==> src/hw/lscr_pkg.sv <==
// constants and field layout of the indicator and strap register bank
// Overview of operation
// - four-bit source select at bits 7-4, reset 0x1; code 0xF reserved.
// - codes 0-4 select link-good, any activity, tx, rx, collision.
// - codes 5, 6, 7 select 100 Mb/s, 10 Mb/s, full duplex.
// - code 8 is link on with activity blink; code 9 stretched activity.
// - code A is link at 100 full duplex; code B is low-power idle.
// - code C lights on a transmit or receive MAC-side error.
// - code D lights on link loss until basic status 0x0001 is read.
// - code E latches on test pattern error until its counter clears.
// - strapped address bits 1 and 0 read at bits 13 and 12.
// - strapped crossover mode at bit 8, reset 1, 1 means automatic.
// - strapped RMII role at bit 3, 0 master 25MHz, 1 slave 50MHz.
// - strapped auto-negotiation enable at bit 0, reset 1.
// - strapped link indicator polarity at second strap bit 7, reset 1.
// - polarity bits 6 (second, reset 1) and 2 (first, strap loaded).
// - drive-enable bits 4 and 0 force software level when set.
package lscr_pkg;

   localparam int AW = 16;
   localparam int DW = 16;

   localparam logic [15:0] ADDR_BASIC_STATUS = 16'h0001;
   localparam logic [15:0] ADDR_SRC_CFG      = 16'h0460;
   localparam logic [15:0] ADDR_IO_CTRL      = 16'h0461;
   localparam logic [15:0] ADDR_STRAP_FIRST  = 16'h0467;
   localparam logic [15:0] ADDR_STRAP_SECOND = 16'h0468;
   localparam logic [15:0] ADDR_DRIVE_POL    = 16'h0469;

   localparam logic [15:0] RST_SRC_CFG       = 16'h0010;
   localparam logic [15:0] RST_STRAP_FIRST   = 16'h0101;
   localparam logic [15:0] RST_STRAP_SECOND  = 16'h0080;
   localparam logic [15:0] RST_DRIVE_POL     = 16'h0040;

   localparam int SRC_LSB = 4;
   localparam int SRC_MSB = 7;

   localparam int SF_ADDR1    = 13;
   localparam int SF_ADDR0    = 12;
   localparam int SF_CROSS    = 8;
   localparam int SF_RMII     = 3;
   localparam int SF_AUTONEG  = 0;
   localparam int SS_VALIDSEL = 11;
   localparam int SS_LINKPOL  = 7;

   localparam int DP_POL2 = 6;
   localparam int DP_VAL2 = 5;
   localparam int DP_EN2  = 4;
   localparam int DP_POL1 = 2;
   localparam int DP_VAL1 = 1;
   localparam int DP_EN1  = 0;

   localparam logic [3:0] SRC_LINK      = 4'h0;
   localparam logic [3:0] SRC_ACT       = 4'h1;
   localparam logic [3:0] SRC_TX_ACT    = 4'h2;
   localparam logic [3:0] SRC_RX_ACT    = 4'h3;
   localparam logic [3:0] SRC_COLL      = 4'h4;
   localparam logic [3:0] SRC_SPD100    = 4'h5;
   localparam logic [3:0] SRC_SPD10     = 4'h6;
   localparam logic [3:0] SRC_FDX       = 4'h7;
   localparam logic [3:0] SRC_LINK_BLNK = 4'h8;
   localparam logic [3:0] SRC_STRETCH   = 4'h9;
   localparam logic [3:0] SRC_LINK100FD = 4'hA;
   localparam logic [3:0] SRC_LPI       = 4'hB;
   localparam logic [3:0] SRC_MII_ERR   = 4'hC;
   localparam logic [3:0] SRC_LINK_LOST = 4'hD;
   localparam logic [3:0] SRC_PATT_ERR  = 4'hE;
   localparam logic [3:0] SRC_RSVD      = 4'hF;

   localparam int CLK_NS  = 40;
   localparam int TICK_NS = 1000000;
   localparam int TICK_CYC = (TICK_NS + CLK_NS - 1) / CLK_NS;
   localparam logic [5:0] STRETCH_TICKS = 6'h32;
   localparam logic [5:0] BLINK_TICKS   = 6'h32;
   localparam logic [1:0] STRAP_SETTLE  = 2'h2;
   localparam int STRAP_W = 7;

endpackage

==> src/hw/lscr_sync.sv <==
// two-flop synchroniser for the strap pins
`timescale 1ns/1ps
`default_nettype none
module lscr_sync #(
   parameter int W = 1
) (
   input  wire logic         clk_i,
   input  wire logic         resetn_i,
   input  wire logic [W-1:0] d_i,
   output var  logic [W-1:0] q_o
);

   logic [W-1:0] meta;

   genvar g;
   generate
      for (g = 0; g < W; g++) begin : g_bit
         always_ff @(posedge clk_i) begin
            if (!resetn_i) begin
               meta[g] <= 1'b0;
               q_o[g]  <= 1'b0;
            end else begin
               meta[g] <= d_i[g];
               q_o[g]  <= meta[g];
            end
         end
      end
   endgenerate

endmodule
`default_nettype wire

==> src/hw/lscr_regs.sv <==
// indicator source, strap observation and indicator drive register bank
`timescale 1ns/1ps
`default_nettype none
module lscr_regs #(
   parameter int TICK_CYCLES = lscr_pkg::TICK_CYC
) (
   input  wire logic        CLK_SYS_I,
   input  wire logic        RESETN_I,
   input  wire logic [15:0] ADDR_I,
   input  wire logic [15:0] WDATA_I,
   input  wire logic        WR_I,
   input  wire logic        RD_I,
   output var  logic [15:0] RDATA_O,
   input  wire logic        LINK_GOOD_I,
   input  wire logic        TX_ACT_I,
   input  wire logic        RX_ACT_I,
   input  wire logic        COLLISION_I,
   input  wire logic        SPEED_100_I,
   input  wire logic        SPEED_10_I,
   input  wire logic        FULL_DUPLEX_I,
   input  wire logic        LPI_I,
   input  wire logic        MII_TX_ERR_I,
   input  wire logic        MII_RX_ERR_I,
   input  wire logic        PATTERN_ERR_I,
   input  wire logic        PATTERN_CNT_CLR_I,
   input  wire logic        STRAP_ADDR_BIT1_I,
   input  wire logic        STRAP_ADDR_BIT0_I,
   input  wire logic        STRAP_AUTO_CROSSOVER_I,
   input  wire logic        STRAP_RMII_SLAVE_I,
   input  wire logic        STRAP_AUTONEG_I,
   input  wire logic        STRAP_LINK_INDICATOR_POL_I,
   input  wire logic        STRAP_VALID_SIGNAL_CHOICE_I,
   output var  logic        IND1_O,
   output var  logic        IND2_O
);

   // software visible state
   logic [3:0]  src_sel;
   logic        pol2;
   logic        val2;
   logic        en2;
   logic        pol1;
   logic        val1;
   logic        en1;

   // latched strap values
   logic        strap_addr_bit1;
   logic        strap_addr_bit0;
   logic        strap_auto_crossover;
   logic        strap_rmii_slave;
   logic        strap_autoneg;
   logic        strap_link_indicator_pol;
   logic        strap_valid_signal_choice;
   logic [1:0]  strap_wait;
   logic        strap_done;
   logic        strap_take;
   logic [lscr_pkg::STRAP_W-1:0] strap_raw;
   logic [lscr_pkg::STRAP_W-1:0] strap_sync;

   // time base and event state
   logic [23:0] tick_cnt;
   logic        tick;
   logic [5:0]  stretch_cnt;
   logic        act_stretch;
   logic [5:0]  blink_cnt;
   logic        blink_phase;
   logic        link_prev;
   logic        link_lost;
   logic        patt_err_hold;

   // decode
   logic        wr_src;
   logic        wr_drv;
   logic        rd_status;
   logic [15:0] next_rdata;
   logic        raw1;
   logic        lvl1;
   logic        lvl2;
   logic        next_ind1;
   logic        next_ind2;

   assign wr_src    = WR_I && (ADDR_I == lscr_pkg::ADDR_SRC_CFG);
   assign wr_drv    = WR_I && (ADDR_I == lscr_pkg::ADDR_DRIVE_POL);
   // basic status lives elsewhere; this bank only watches the read
   assign rd_status = RD_I && (ADDR_I == lscr_pkg::ADDR_BASIC_STATUS);

   // strap pins come from the board, so they are synchronised first
   assign strap_raw = {STRAP_VALID_SIGNAL_CHOICE_I,
                       STRAP_LINK_INDICATOR_POL_I,
                       STRAP_AUTONEG_I,
                       STRAP_RMII_SLAVE_I,
                       STRAP_AUTO_CROSSOVER_I,
                       STRAP_ADDR_BIT0_I,
                       STRAP_ADDR_BIT1_I};

   lscr_sync #(
      .W (lscr_pkg::STRAP_W)
   ) u_strap_sync (
      .clk_i    (CLK_SYS_I),
      .resetn_i (RESETN_I),
      .d_i      (strap_raw),
      .q_o      (strap_sync)
   );

   // wait for the synchroniser to fill before sampling the straps once
   assign strap_take = !strap_done && (strap_wait == lscr_pkg::STRAP_SETTLE);

   always_ff @(posedge CLK_SYS_I) begin
      if (!RESETN_I) begin
         strap_wait <= 2'h0;
         strap_done <= 1'b0;
      end else if (!strap_done) begin
         if (strap_take) begin
            strap_done <= 1'b1;
         end else begin
            strap_wait <= strap_wait + 2'h1;
         end
      end
   end

   always_ff @(posedge CLK_SYS_I) begin
      if (!RESETN_I) begin
         strap_addr_bit1           <= lscr_pkg::RST_STRAP_FIRST[lscr_pkg::SF_ADDR1];
         strap_addr_bit0           <= lscr_pkg::RST_STRAP_FIRST[lscr_pkg::SF_ADDR0];
         strap_auto_crossover      <= lscr_pkg::RST_STRAP_FIRST[lscr_pkg::SF_CROSS];
         strap_rmii_slave          <= lscr_pkg::RST_STRAP_FIRST[lscr_pkg::SF_RMII];
         strap_autoneg             <= lscr_pkg::RST_STRAP_FIRST[lscr_pkg::SF_AUTONEG];
         strap_link_indicator_pol  <= lscr_pkg::RST_STRAP_SECOND[lscr_pkg::SS_LINKPOL];
         strap_valid_signal_choice <= lscr_pkg::RST_STRAP_SECOND[lscr_pkg::SS_VALIDSEL];
      end else if (strap_take) begin
         strap_addr_bit1           <= strap_sync[0];
         strap_addr_bit0           <= strap_sync[1];
         strap_auto_crossover      <= strap_sync[2];
         strap_rmii_slave          <= strap_sync[3];
         strap_autoneg             <= strap_sync[4];
         strap_link_indicator_pol  <= strap_sync[5];
         strap_valid_signal_choice <= strap_sync[6];
      end
   end

   // source select register
   always_ff @(posedge CLK_SYS_I) begin
      if (!RESETN_I) begin
         src_sel <= lscr_pkg::RST_SRC_CFG[lscr_pkg::SRC_MSB:lscr_pkg::SRC_LSB];
      end else if (wr_src) begin
         // other bits of the word are dropped
         src_sel <= WDATA_I[lscr_pkg::SRC_MSB:lscr_pkg::SRC_LSB];
      end
   end

   // drive and polarity register; a software write beats the strap load
   always_ff @(posedge CLK_SYS_I) begin
      if (!RESETN_I) begin
         pol2 <= lscr_pkg::RST_DRIVE_POL[lscr_pkg::DP_POL2];
         val2 <= lscr_pkg::RST_DRIVE_POL[lscr_pkg::DP_VAL2];
         en2  <= lscr_pkg::RST_DRIVE_POL[lscr_pkg::DP_EN2];
         pol1 <= lscr_pkg::RST_DRIVE_POL[lscr_pkg::DP_POL1];
         val1 <= lscr_pkg::RST_DRIVE_POL[lscr_pkg::DP_VAL1];
         en1  <= lscr_pkg::RST_DRIVE_POL[lscr_pkg::DP_EN1];
      end else if (wr_drv) begin
         pol2 <= WDATA_I[lscr_pkg::DP_POL2];
         val2 <= WDATA_I[lscr_pkg::DP_VAL2];
         en2  <= WDATA_I[lscr_pkg::DP_EN2];
         pol1 <= WDATA_I[lscr_pkg::DP_POL1];
         val1 <= WDATA_I[lscr_pkg::DP_VAL1];
         en1  <= WDATA_I[lscr_pkg::DP_EN1];
      end else if (strap_take) begin
         pol1 <= strap_sync[5];
      end
   end

   // millisecond time base for stretch and blink
   assign tick = (tick_cnt == 24'(TICK_CYCLES - 1));

   always_ff @(posedge CLK_SYS_I) begin
      if (!RESETN_I) begin
         tick_cnt <= 24'h00_0000;
      end else if (tick) begin
         tick_cnt <= 24'h00_0000;
      end else begin
         tick_cnt <= tick_cnt + 24'h00_0001;
      end
   end

   // activity stretch, retriggered by every activity cycle
   assign act_stretch = (stretch_cnt != 6'h00);

   always_ff @(posedge CLK_SYS_I) begin
      if (!RESETN_I) begin
         stretch_cnt <= 6'h00;
      end else if (TX_ACT_I || RX_ACT_I) begin
         stretch_cnt <= lscr_pkg::STRETCH_TICKS;
      end else if (tick && act_stretch) begin
         stretch_cnt <= stretch_cnt - 6'h01;
      end
   end

   // free running blink phase; cheaper than restarting it per burst
   always_ff @(posedge CLK_SYS_I) begin
      if (!RESETN_I) begin
         blink_cnt   <= 6'h00;
         blink_phase <= 1'b0;
      end else if (tick) begin
         if (blink_cnt == lscr_pkg::BLINK_TICKS - 6'h01) begin
            blink_cnt   <= 6'h00;
            blink_phase <= !blink_phase;
         end else begin
            blink_cnt <= blink_cnt + 6'h01;
         end
      end
   end

   // link lost latch; a new loss in the clearing cycle wins
   always_ff @(posedge CLK_SYS_I) begin
      if (!RESETN_I) begin
         link_prev <= 1'b0;
         link_lost <= 1'b0;
      end else begin
         link_prev <= LINK_GOOD_I;
         if (link_prev && !LINK_GOOD_I) begin
            link_lost <= 1'b1;
         end else if (rd_status) begin
            link_lost <= 1'b0;
         end
      end
   end

   // test pattern error latch; an error in the clearing cycle wins
   always_ff @(posedge CLK_SYS_I) begin
      if (!RESETN_I) begin
         patt_err_hold <= 1'b0;
      end else if (PATTERN_ERR_I) begin
         patt_err_hold <= 1'b1;
      end else if (PATTERN_CNT_CLR_I) begin
         patt_err_hold <= 1'b0;
      end
   end

   // event source for the first indicator
   always_comb begin
      unique case (src_sel)
         lscr_pkg::SRC_LINK:      raw1 = LINK_GOOD_I;
         lscr_pkg::SRC_ACT:       raw1 = TX_ACT_I || RX_ACT_I;
         lscr_pkg::SRC_TX_ACT:    raw1 = TX_ACT_I;
         lscr_pkg::SRC_RX_ACT:    raw1 = RX_ACT_I;
         lscr_pkg::SRC_COLL:      raw1 = COLLISION_I;
         lscr_pkg::SRC_SPD100:    raw1 = SPEED_100_I;
         lscr_pkg::SRC_SPD10:     raw1 = SPEED_10_I;
         lscr_pkg::SRC_FDX:       raw1 = FULL_DUPLEX_I;
         lscr_pkg::SRC_LINK_BLNK: raw1 = LINK_GOOD_I &&
                                         !(act_stretch && blink_phase);
         lscr_pkg::SRC_STRETCH:   raw1 = act_stretch;
         lscr_pkg::SRC_LINK100FD: raw1 = LINK_GOOD_I && SPEED_100_I &&
                                         FULL_DUPLEX_I;
         lscr_pkg::SRC_LPI:       raw1 = LPI_I;
         lscr_pkg::SRC_MII_ERR:   raw1 = MII_TX_ERR_I || MII_RX_ERR_I;
         lscr_pkg::SRC_LINK_LOST: raw1 = link_lost;
         lscr_pkg::SRC_PATT_ERR:  raw1 = patt_err_hold;
         lscr_pkg::SRC_RSVD:      raw1 = 1'b0;
      endcase
   end

   // override then polarity; second indicator normally shows link
   assign lvl1      = en1 ? val1 : raw1;
   assign lvl2      = en2 ? val2 : LINK_GOOD_I;
   assign next_ind1 = pol1 ? lvl1 : !lvl1;
   assign next_ind2 = pol2 ? lvl2 : !lvl2;

   always_ff @(posedge CLK_SYS_I) begin
      if (!RESETN_I) begin
         IND1_O <= 1'b1;
         IND2_O <= 1'b0;
      end else begin
         IND1_O <= next_ind1;
         IND2_O <= next_ind2;
      end
   end

   // read mux; unlisted bits and addresses return zero
   always_comb begin
      next_rdata = 16'h0000;
      unique case (ADDR_I)
         lscr_pkg::ADDR_SRC_CFG: begin
            next_rdata[lscr_pkg::SRC_MSB:lscr_pkg::SRC_LSB] = src_sel;
         end
         lscr_pkg::ADDR_IO_CTRL: begin
            next_rdata = 16'h0000;
         end
         lscr_pkg::ADDR_STRAP_FIRST: begin
            next_rdata[lscr_pkg::SF_ADDR1]   = strap_addr_bit1;
            next_rdata[lscr_pkg::SF_ADDR0]   = strap_addr_bit0;
            next_rdata[lscr_pkg::SF_CROSS]   = strap_auto_crossover;
            next_rdata[lscr_pkg::SF_RMII]    = strap_rmii_slave;
            next_rdata[lscr_pkg::SF_AUTONEG] = strap_autoneg;
         end
         lscr_pkg::ADDR_STRAP_SECOND: begin
            next_rdata[lscr_pkg::SS_VALIDSEL] = strap_valid_signal_choice;
            next_rdata[lscr_pkg::SS_LINKPOL]  = strap_link_indicator_pol;
         end
         lscr_pkg::ADDR_DRIVE_POL: begin
            next_rdata[lscr_pkg::DP_POL2] = pol2;
            next_rdata[lscr_pkg::DP_VAL2] = val2;
            next_rdata[lscr_pkg::DP_EN2]  = en2;
            next_rdata[lscr_pkg::DP_POL1] = pol1;
            next_rdata[lscr_pkg::DP_VAL1] = val1;
            next_rdata[lscr_pkg::DP_EN1]  = en1;
         end
         default: begin
            next_rdata = 16'h0000;
         end
      endcase
   end

   // data stands only in the cycle after the strobe
   always_ff @(posedge CLK_SYS_I) begin
      if (!RESETN_I) begin
         RDATA_O <= 16'h0000;
      end else if (RD_I) begin
         RDATA_O <= next_rdata;
      end else begin
         RDATA_O <= 16'h0000;
      end
   end

endmodule
`default_nettype wire

==> config.mk <==
export PLATFORM = sky130hd
export DESIGN_NAME = lscr_regs
export DESIGN_NICKNAME = d
export VERILOG_FILES = /design/src/hw/lscr_pkg.sv /design/src/hw/lscr_sync.sv /design/src/hw/lscr_regs.sv
export SDC_FILE = /design/constraint.sdc
export NUM_CORES = 1
export LEC_CHECK = 0
export BUFFER_PORTS_ARGS = -buffer_cell sky130_fd_sc_hd__clkbuf_2
export CAP_MARGIN = 10
export CORE_ASPECT_RATIO = 0.8
export CORE_MARGIN = 2
export CORE_UTILIZATION = 50
export CTS_CLUSTER_SIZE = 40
export DETAILED_ROUTE_END_ITERATION = 12
export GPL_ROUTABILITY_DRIVEN = 0
export HOLD_SLACK_MARGIN = 0.05
export PLACE_DENSITY = 0.73
export SYNTH_ARGS = -nofsm -noshare
export SYNTH_HDL_FRONTEND = slang
export SYNTH_SLANG_ARGS = --single-unit
==> constraint.sdc <==
create_clock -name CLK_SYS_I -period 3.9 [get_ports CLK_SYS_I]
set_input_delay 0.585 -clock CLK_SYS_I [delete_from_list [all_inputs] [get_ports CLK_SYS_I]]
set_output_delay 0.585 -clock CLK_SYS_I [all_outputs]
set_load 0.005 [all_outputs]
==> flow_metrics.env, run 1 <==
export IMPL_vdd_drop_max_mv=0.226
export IMPL_gr_total_overflow=0
export IMPL_max_cap_violations=0
export IMPL_route_vias_total=2950
export IMPL_routedWlPerCell_um=12.9
export IMPL_ys_warnings_count=0
export IMPL_fin_nets=526
export IMPL_synth_cells=410
export IMPL_drt_total_wl_um=7240
export IMPL_yosys_top_cells_area="dfxtp_1 47%, nor2_1 5.8%, xnor2_1 4.2%"
export IMPL_floorplan_initialDensity_pct=50.9
export IMPL_placed_cell_area_sq_um=4040
export IMPL_syn_area_sq_um=3710
export IMPL_relSlewSlack_pct=32.8
export IMPL_antenna_found_initial=0
export IMPL_clockBufferDepth=2
export IMPL_core_area_sq_um=7290
export IMPL_report_final_slew_viol_count=0
export IMPL_synth_top_area_share_pct=47.5
export IMPL_fin_util_pct=58.2
export IMPL_grt_max_degree=31
export IMPL_area_growth_pct=14.3
export IMPL_finalSetupTns_ns=0
export IMPL_fillCellCount=677
export IMPL_path_clk_slew_ns=0.09
export IMPL_cts_root_buffer_cell="clkbuf_8"
export IMPL_hold_buffers=0
export IMPL_min_from="STRAP_ADDR_BIT0_I"
export IMPL_synth_async_reset_ratio_pct=0
export IMPL_die_h_um=81.1
export IMPL_syn_area_per_cell_sq_um=9.05
export IMPL_holdWs_ns=0.434
export IMPL_min_period_ns=2.25
export IMPL_pin_count=73
export IMPL_end_kind="register"
export IMPL_rsz0062_at_grt="false"
export IMPL_worstMarginPinSlew_ns=0.999
export IMPL_p_per_area_nw_per_um2=410
export IMPL_io_buffer_count=59
export IMPL_crit_type="reg -> reg"
export IMPL_grt_pass1_wl_um=12400
export IMPL_num_rows=28
export IMPL_finalSetupViolations=0
export IMPL_drc_errors=0
export IMPL_clock_sinks=88
export IMPL_ant_nets=0
export IMPL_r2r_start="tick_cnt[4]$_SDFF_PP0_"
export IMPL_crit_arrival_ns=2.49
export IMPL_cts_resized=0
export IMPL_ff_latch_area_sq_um=1760
export IMPL_synth_cell_types=56
export IMPL_track_usage_pct=19.0
export IMPL_finalHoldViolations=0
export IMPL_total_power_uw=1740
export IMPL_leakage_uw=0.00175
export IMPL_max_clock_freq_mhz=444
export IMPL_seq_area_frac_synth_pct=47.5
export IMPL_crit_path_start_kind="register"
export IMPL_drive_above_1_share_pct=18.9
export IMPL_grt_pass1_vias=2753
export IMPL_ys_flop_type="dfxtp_1"
export IMPL_worstSkewPairLatency_ns=0.35
export IMPL_synth_edff_count=0
export IMPL_post_cts_buffers=0
export IMPL_multiInputGateArea_sq_um=1820
export IMPL_outcome="completed"
export IMPL_hpwl_um=5120
export IMPL_diodes=0
export IMPL_dr_pass1_iters=4
export IMPL_avgViaCountPerCell=5.27
export IMPL_cts_inserted_buffers=9
export IMPL_fin_skew_ns=0.00639
export IMPL_die_w_um=100
export IMPL_synth_seq_cells=88
export IMPL_dieArea_sq_um=8130
export IMPL_synth_area_leader_cell="dfxtp_1"
export IMPL_fin_crit_sh_pct=57.8
export IMPL_cts_tree="yes"
export IMPL_crit_start="tick_cnt[4]$_SDFF_PP0_"
export IMPL_worstPathMaxFanout=9
export IMPL_hp_class="in -> reg"
export IMPL_cts_htree_levels=3
export IMPL_cp_required_ns=4.14
export IMPL_final_area_sq_um=4240
export IMPL_first_iter_violations=118
-- Yosys cell counts, types with 2 or more instances --
cell       n
nor2b_1    4
and4_1     3
buf_2      2
and3_1     8
buf_4      4
xor2_1     9
nand2_1   31
nor3b_1    4
and2_1    21
xnor2_1   18
nor4_1     7
clkbuf_1  12
nand3b_1   2
mux2i_1   13
nand4_1   13
a22o_1     4
nand2b_1   4
o21a_1     2
a21oi_1   11
ha_1       6
or3_1      6
a21bo_2    2
o21ai_0    5
inv_1     11
or4_1      2
dfxtp_1   88
nand3_1   19
nor3_1    14
nor2_1    57
mux2_2     2
-- per-layer routing --
layer  vias up  wire [um]  GRT usage (%)
met1      1364       3460           24.9
met3        11        372           5.51
met2        62       3310           30.8
met4         0         95           5.75
li1       1513          -              -
met5         -          0              0
-- critical path: stages, from the launching register on --
cell	delay [ns]
dfxtp_1	0.36
or4_1	0.52
or3_1	0.49
nor2_1	0.41
a21boi_0	0.16
o21a_1	0.21
-- sequential cells by signal (all words and copies together), names as in the netlist, 2 cells and up --
register and count:
blink_cnt 6, u_strap_sync.meta 7, tick_cnt 24, u_strap_sync.q_o 7, strap_wait 2, stretch_cnt 6
RDATA_O 12, src_sel 4
-- power by group --
part	total (uW)	switching [uW]	internal (uW)
clock	634	330	304
combinational	147	81.1	65.8
sequential	957	21.0	936
-- metrics by stage --
step / std cells / setup WS [ns]
after global routing: 560 / 1.51
after global placement: 544 / 1.65
after detailed placement: 544 / 1.61
after CTS: 560 / 1.65
after floorplan: 413 / 1.89
final: 560 / 1.65
-- placed cells by master, fill, tap and decap left out, types with 3 or more instances in the layout --
cell | netlist | layout
a21oi_1 | 11 | 11
a22o_1 | 4 | 4
and2_1 | 21 | 21
and3_1 | 8 | 8
and4_1 | 3 | 3
clkbuf_2 | 0 | 59
clkbuf_8 | 0 | 9
conb_1 | 1 | 4
dfxtp_1 | 88 | 88
ha_1 | 6 | 6
inv_1 | 11 | 11
mux2i_1 | 13 | 13
nand2_1 | 31 | 31
nand2b_1 | 4 | 4
nand3_1 | 19 | 19
nand4_1 | 13 | 13
nor2_1 | 57 | 57
nor2b_1 | 4 | 4
nor3_1 | 14 | 14
nor3b_1 | 4 | 4
nor4_1 | 7 | 7
o21ai_0 | 5 | 5
or3_1 | 6 | 6
xnor2_1 | 18 | 18
xor2_1 | 9 | 9
-- final timing paths --
kind / endpoint / slack, ns / depth (start not counted)
hold / removal: u_strap_sync.meta[1]$_SDFF_PN0_ / 0.43 / 2
setup / recovery: blink_cnt[5]$_SDFFE_PN0N_ / 1.65 / 5
setup reg to reg: blink_cnt[5]$_SDFFE_PN0N_ / 1.65 / 5
hold reg to reg: RDATA_O[11]$_SDFF_PN0_ / 0.43 / 2
-- cells by family (layout without fill, tap and decap cells) --
logic type / after synthesis / count (layout) / share of synthesized area, %
other: 1 / 4 / 0.101
adders and majority gates: 6 / 6 / 2.02
muxes: 16 / 16 / 4.72
xor gates and xnor gates: 27 / 27 / 6.37
AOI/OAI and AO/OA: 39 / 39 / 7.38
buffers and inverters: 31 / 88 / 3.81
DFF: 88 / 88 / 47.5
and+or+nand+nor: 202 / 202 / 28.1
-- layout make-up --
| cell class | instances | area share, % |
|---|---|---|
| Sequential cell | 88 | 41.5 |
| Multi-Input combinational cell | 294 | 42.9 |
| Tap cell | 90 | 2.65 |
| Inverter | 12 | 1.06 |
| Clock buffer | 9 | 2.92 |
| Clock inverter | 7 | 1.83 |
| Timing Repair Buffer | 60 | 7.13 |
Note: power is estimated with default switching activity, not from simulation.
==> run 2: changes to the inputs <==
- ABC_AREA: unset -> 1
- clock period: 3.9 -> 2.3 ns (I/O delays scaled with it)
==> run 2 against run 1 <==
Routed wire length increased by 18%. Cell count increased by 33%. Critical path depth increased by 1. Sequential power increased by 71%. Non-clock buffer count unchanged. Worst hold slack got worse by 0.27 ns. Clock power increased by 75%. Flip-flop and latch count unchanged. Fmax increased by 16%. Count of clock-buffer cells in the layout increased by 1. Core utilization increased by 0.62 points. Critical path type unchanged. Largest power group unchanged.
==> flow_metrics.env, run 2 <==
export IMPL_crit_type="reg -> reg"
export IMPL_die_h_um=85.0
export IMPL_cts_root_buffer_cell="clkbuf_8"
export IMPL_p_sw_uw=768
export IMPL_ant_nets=0
export IMPL_cts_resized=0
export IMPL_largest_register="tick_cnt"
export IMPL_num_rows=29
export IMPL_max_cap_violations=0
export IMPL_worstSkewPairLatency_ns=0.36
export IMPL_dieArea_sq_um=8940
export IMPL_layout_common_cells="100 x inv_1, 92 x nand2_1, 88 x dfxtp_1"
export IMPL_area_growth_pct=14.1
export IMPL_max_clock_freq_mhz=515
export IMPL_slowest_delay_ns=0.44
export IMPL_placed_cell_area_sq_um=4470
export IMPL_largest_register_ffs=24
export IMPL_syn_area_per_cell_sq_um=7.18
export IMPL_cts_tree="yes"
export IMPL_hp_class="in -> reg"
export IMPL_worst_path_buf_inv=0
export IMPL_grt_pass1_vias=3369
export IMPL_clockBufferDepth=2
export IMPL_dpl_cell_count=728
export IMPL_cts_htree_levels=3
export IMPL_route_vias_total=3711
export IMPL_fin_ws_ns=0.357
export IMPL_cts_inserted_buffers=9
export IMPL_grt_pass1_wl_um=14700
export IMPL_p_seq_share_pct=54.0
export IMPL_reg_top3="tick_cnt x24, RDATA_O x12"
export IMPL_synth_top_area_share_pct=43.0
export IMPL_synth_most_common_cell="inv_1"
export IMPL_ys_warnings_count=0
export IMPL_post_cts_buffers=0
export IMPL_synth_edff_count=0
export IMPL_path_clk_slew_ns=0.09
export IMPL_hold_buffers=0
export IMPL_min_period_ns=1.94
export IMPL_core_area_sq_um=7950
export IMPL_total_power_uw=3030
export IMPL_seq_area_frac_synth_pct=43.0
export IMPL_layout_cells_non_filler=744
export IMPL_drive_above_1_share_pct=15.4
export IMPL_worstPathMaxFanout=24
export IMPL_routedWlPerCell_um=11.5
export IMPL_fin_skew_ns=0.0146
export IMPL_die_w_um=105
export IMPL_finalHoldViolations=0
export IMPL_synth_area_leader_cell="dfxtp_1"
export IMPL_power_frac_clock_pct=36.5
export IMPL_end_kind="register"
export IMPL_slowest_stage="nand2_2"
export IMPL_leakage_uw=0.00216
export IMPL_dr_pass1_iters=6
export IMPL_crit_path_start_kind="register"
export IMPL_grt_max_degree=38
export IMPL_drc_errors=0
export IMPL_cp_top_family="simple AND/OR/NAND/NOR gates"
export IMPL_io_buffer_count=59
export IMPL_first_iter_violations=239
export IMPL_drt_total_wl_um=8550
export IMPL_synth_seq_cells=88
export IMPL_finalSetupViolations=0
export IMPL_rsz0062_at_grt="false"
export IMPL_fin_crit_sh_pct=84.5
export IMPL_synth_cells=571
export IMPL_avgViaCountPerCell=4.99
export IMPL_yosys_top_cells_area="dfxtp_1 43%, inv_1 9.2%, nand2_1 8.4%"
export IMPL_synth_async_reset_ratio_pct=0
export IMPL_diodes=0
export IMPL_track_usage_pct=20.0
export IMPL_comb_power_share_pct=9.5
export IMPL_crit_arrival_ns=2.16
export IMPL_pre_cts_ws_ns=0.396
export IMPL_final_area_sq_um=4680
export IMPL_fillCellCount=754
export IMPL_hpwl_um=6510
export IMPL_ys_flop_type="dfxtp_1"
export IMPL_cpMostUsedCell="nand2_2"
export IMPL_antenna_found_initial=0
export IMPL_floorplan_initialDensity_pct=51.6
export IMPL_gr_total_overflow=0
export IMPL_fin_nets=692
export IMPL_report_final_slew_viol_count=0
export IMPL_p_int_uw=2260
export IMPL_syn_area_sq_um=4100
export IMPL_switching_share_pct=25.4
export IMPL_clock_sinks=88
export IMPL_crit_chain="ha_1 -> nand2_2 -> nor3_1 -> nand3_2 -> nand2_2 -> o32ai_1"
export IMPL_cp_required_ns=2.51
export IMPL_synthTopCellsByCount="100 x inv_1, 92 x nand2_1, 88 x dfxtp_1"
export IMPL_p_per_area_nw_per_um2=647
export IMPL_layout_commonest_cell="inv_1"
export IMPL_finalSetupTns_ns=0
export IMPL_outcome="completed"
export IMPL_vdd_drop_max_mv=0.397
export IMPL_synth_cell_types=39
export IMPL_pin_count=73
run 2: changes by cell type after synthesis, sizes merged, moves of 21 or more:
cell,delta
o21ai,+21
nand2,+65
nand3,+22
inv,+90
nor2,+21
run 2: metrics by stage:
step                      hold WS [ns]  utilization (%)
after floorplan                  0.390                -
after global placement           0.393             56.2
after detailed placement         0.398             56.2
after global routing             0.162             58.9
final                            0.166             58.9
after CTS                        0.156             58.9
run 2: worst paths after layout:
path	startpoint	to	slack, ns	depth (start not counted)
worst max register to register	tick_cnt[0]$_SDFF_PP0_	blink_cnt[1]$_SDFFE_PN0N_	0.36	6
worst min register to register	u_strap_sync.meta[0]$_SDFF_PN0_	u_strap_sync.q_o[0]$_SDFF_PN0_	0.42	2
worst min-delay path	STRAP_AUTO_CROSSOVER_I	u_strap_sync.meta[2]$_SDFF_PN0_	0.17	3
worst max-delay path	tick_cnt[0]$_SDFF_PP0_	blink_cnt[1]$_SDFFE_PN0N_	0.36	6
run 2: power groups by stage:
stage	combinational, uW	sequential [uW]	clock, uW
floorplan	202	1660	0
global placement	273	1670	0
detailed placement	287	1670	0
CTS	289	1640	1130
global route	335	1640	1190
finish	286	1640	1110
run 2: per-layer routing:
layer | global-route usage [%] | routed length, um | share of wire (%)
met5 | 0 | 0 | 0
met2 | 32.1 | 3860 | 45
met3 | 4.61 | 454 | 5.3
met4 | 5.94 | 94 | 1.1
met1 | 27.0 | 4140 | 48
run 2: worst register-to-register path: cells and delay by family, from the launching register on:
family / cells / cell delay, ns
AND/OR/NAND/NOR: 4 / 1.02
flip-flops: 1 / 0.37
adder cells (fa/ha/maj): 1 / 0.25
AO/OA/AOI/OAI: 1 / 0.15
run 2: kinds of logic (layout without fill, tap and decap cells):
logic type               count (synthesis)  count (layout)  synth area share (%)
AO/OA/AOI/OAI                           67              67                  8.67
XOR/XNOR                                13              13                  2.78
adder cells (fa/ha/maj)                  6               6                  1.83
buffers and inverters                  117             179                  11.3
flip-flops                              88              88                  43.0
other                                    1               4                0.0915
AND/OR/NAND/NOR                        279             279                  32.3
run 2: area by class of cell:
cell class	instances	area [sq um]	area share (%)
Sequential cell	88	1760	37.7
Inverter	103	387	8.27
Multi-Input combinational cell	369	1880	40.3
Timing Repair Buffer	60	303	6.47
Clock inverter	6	70.1	1.50
Tap cell	108	135	2.89
Clock buffer	10	138	2.94
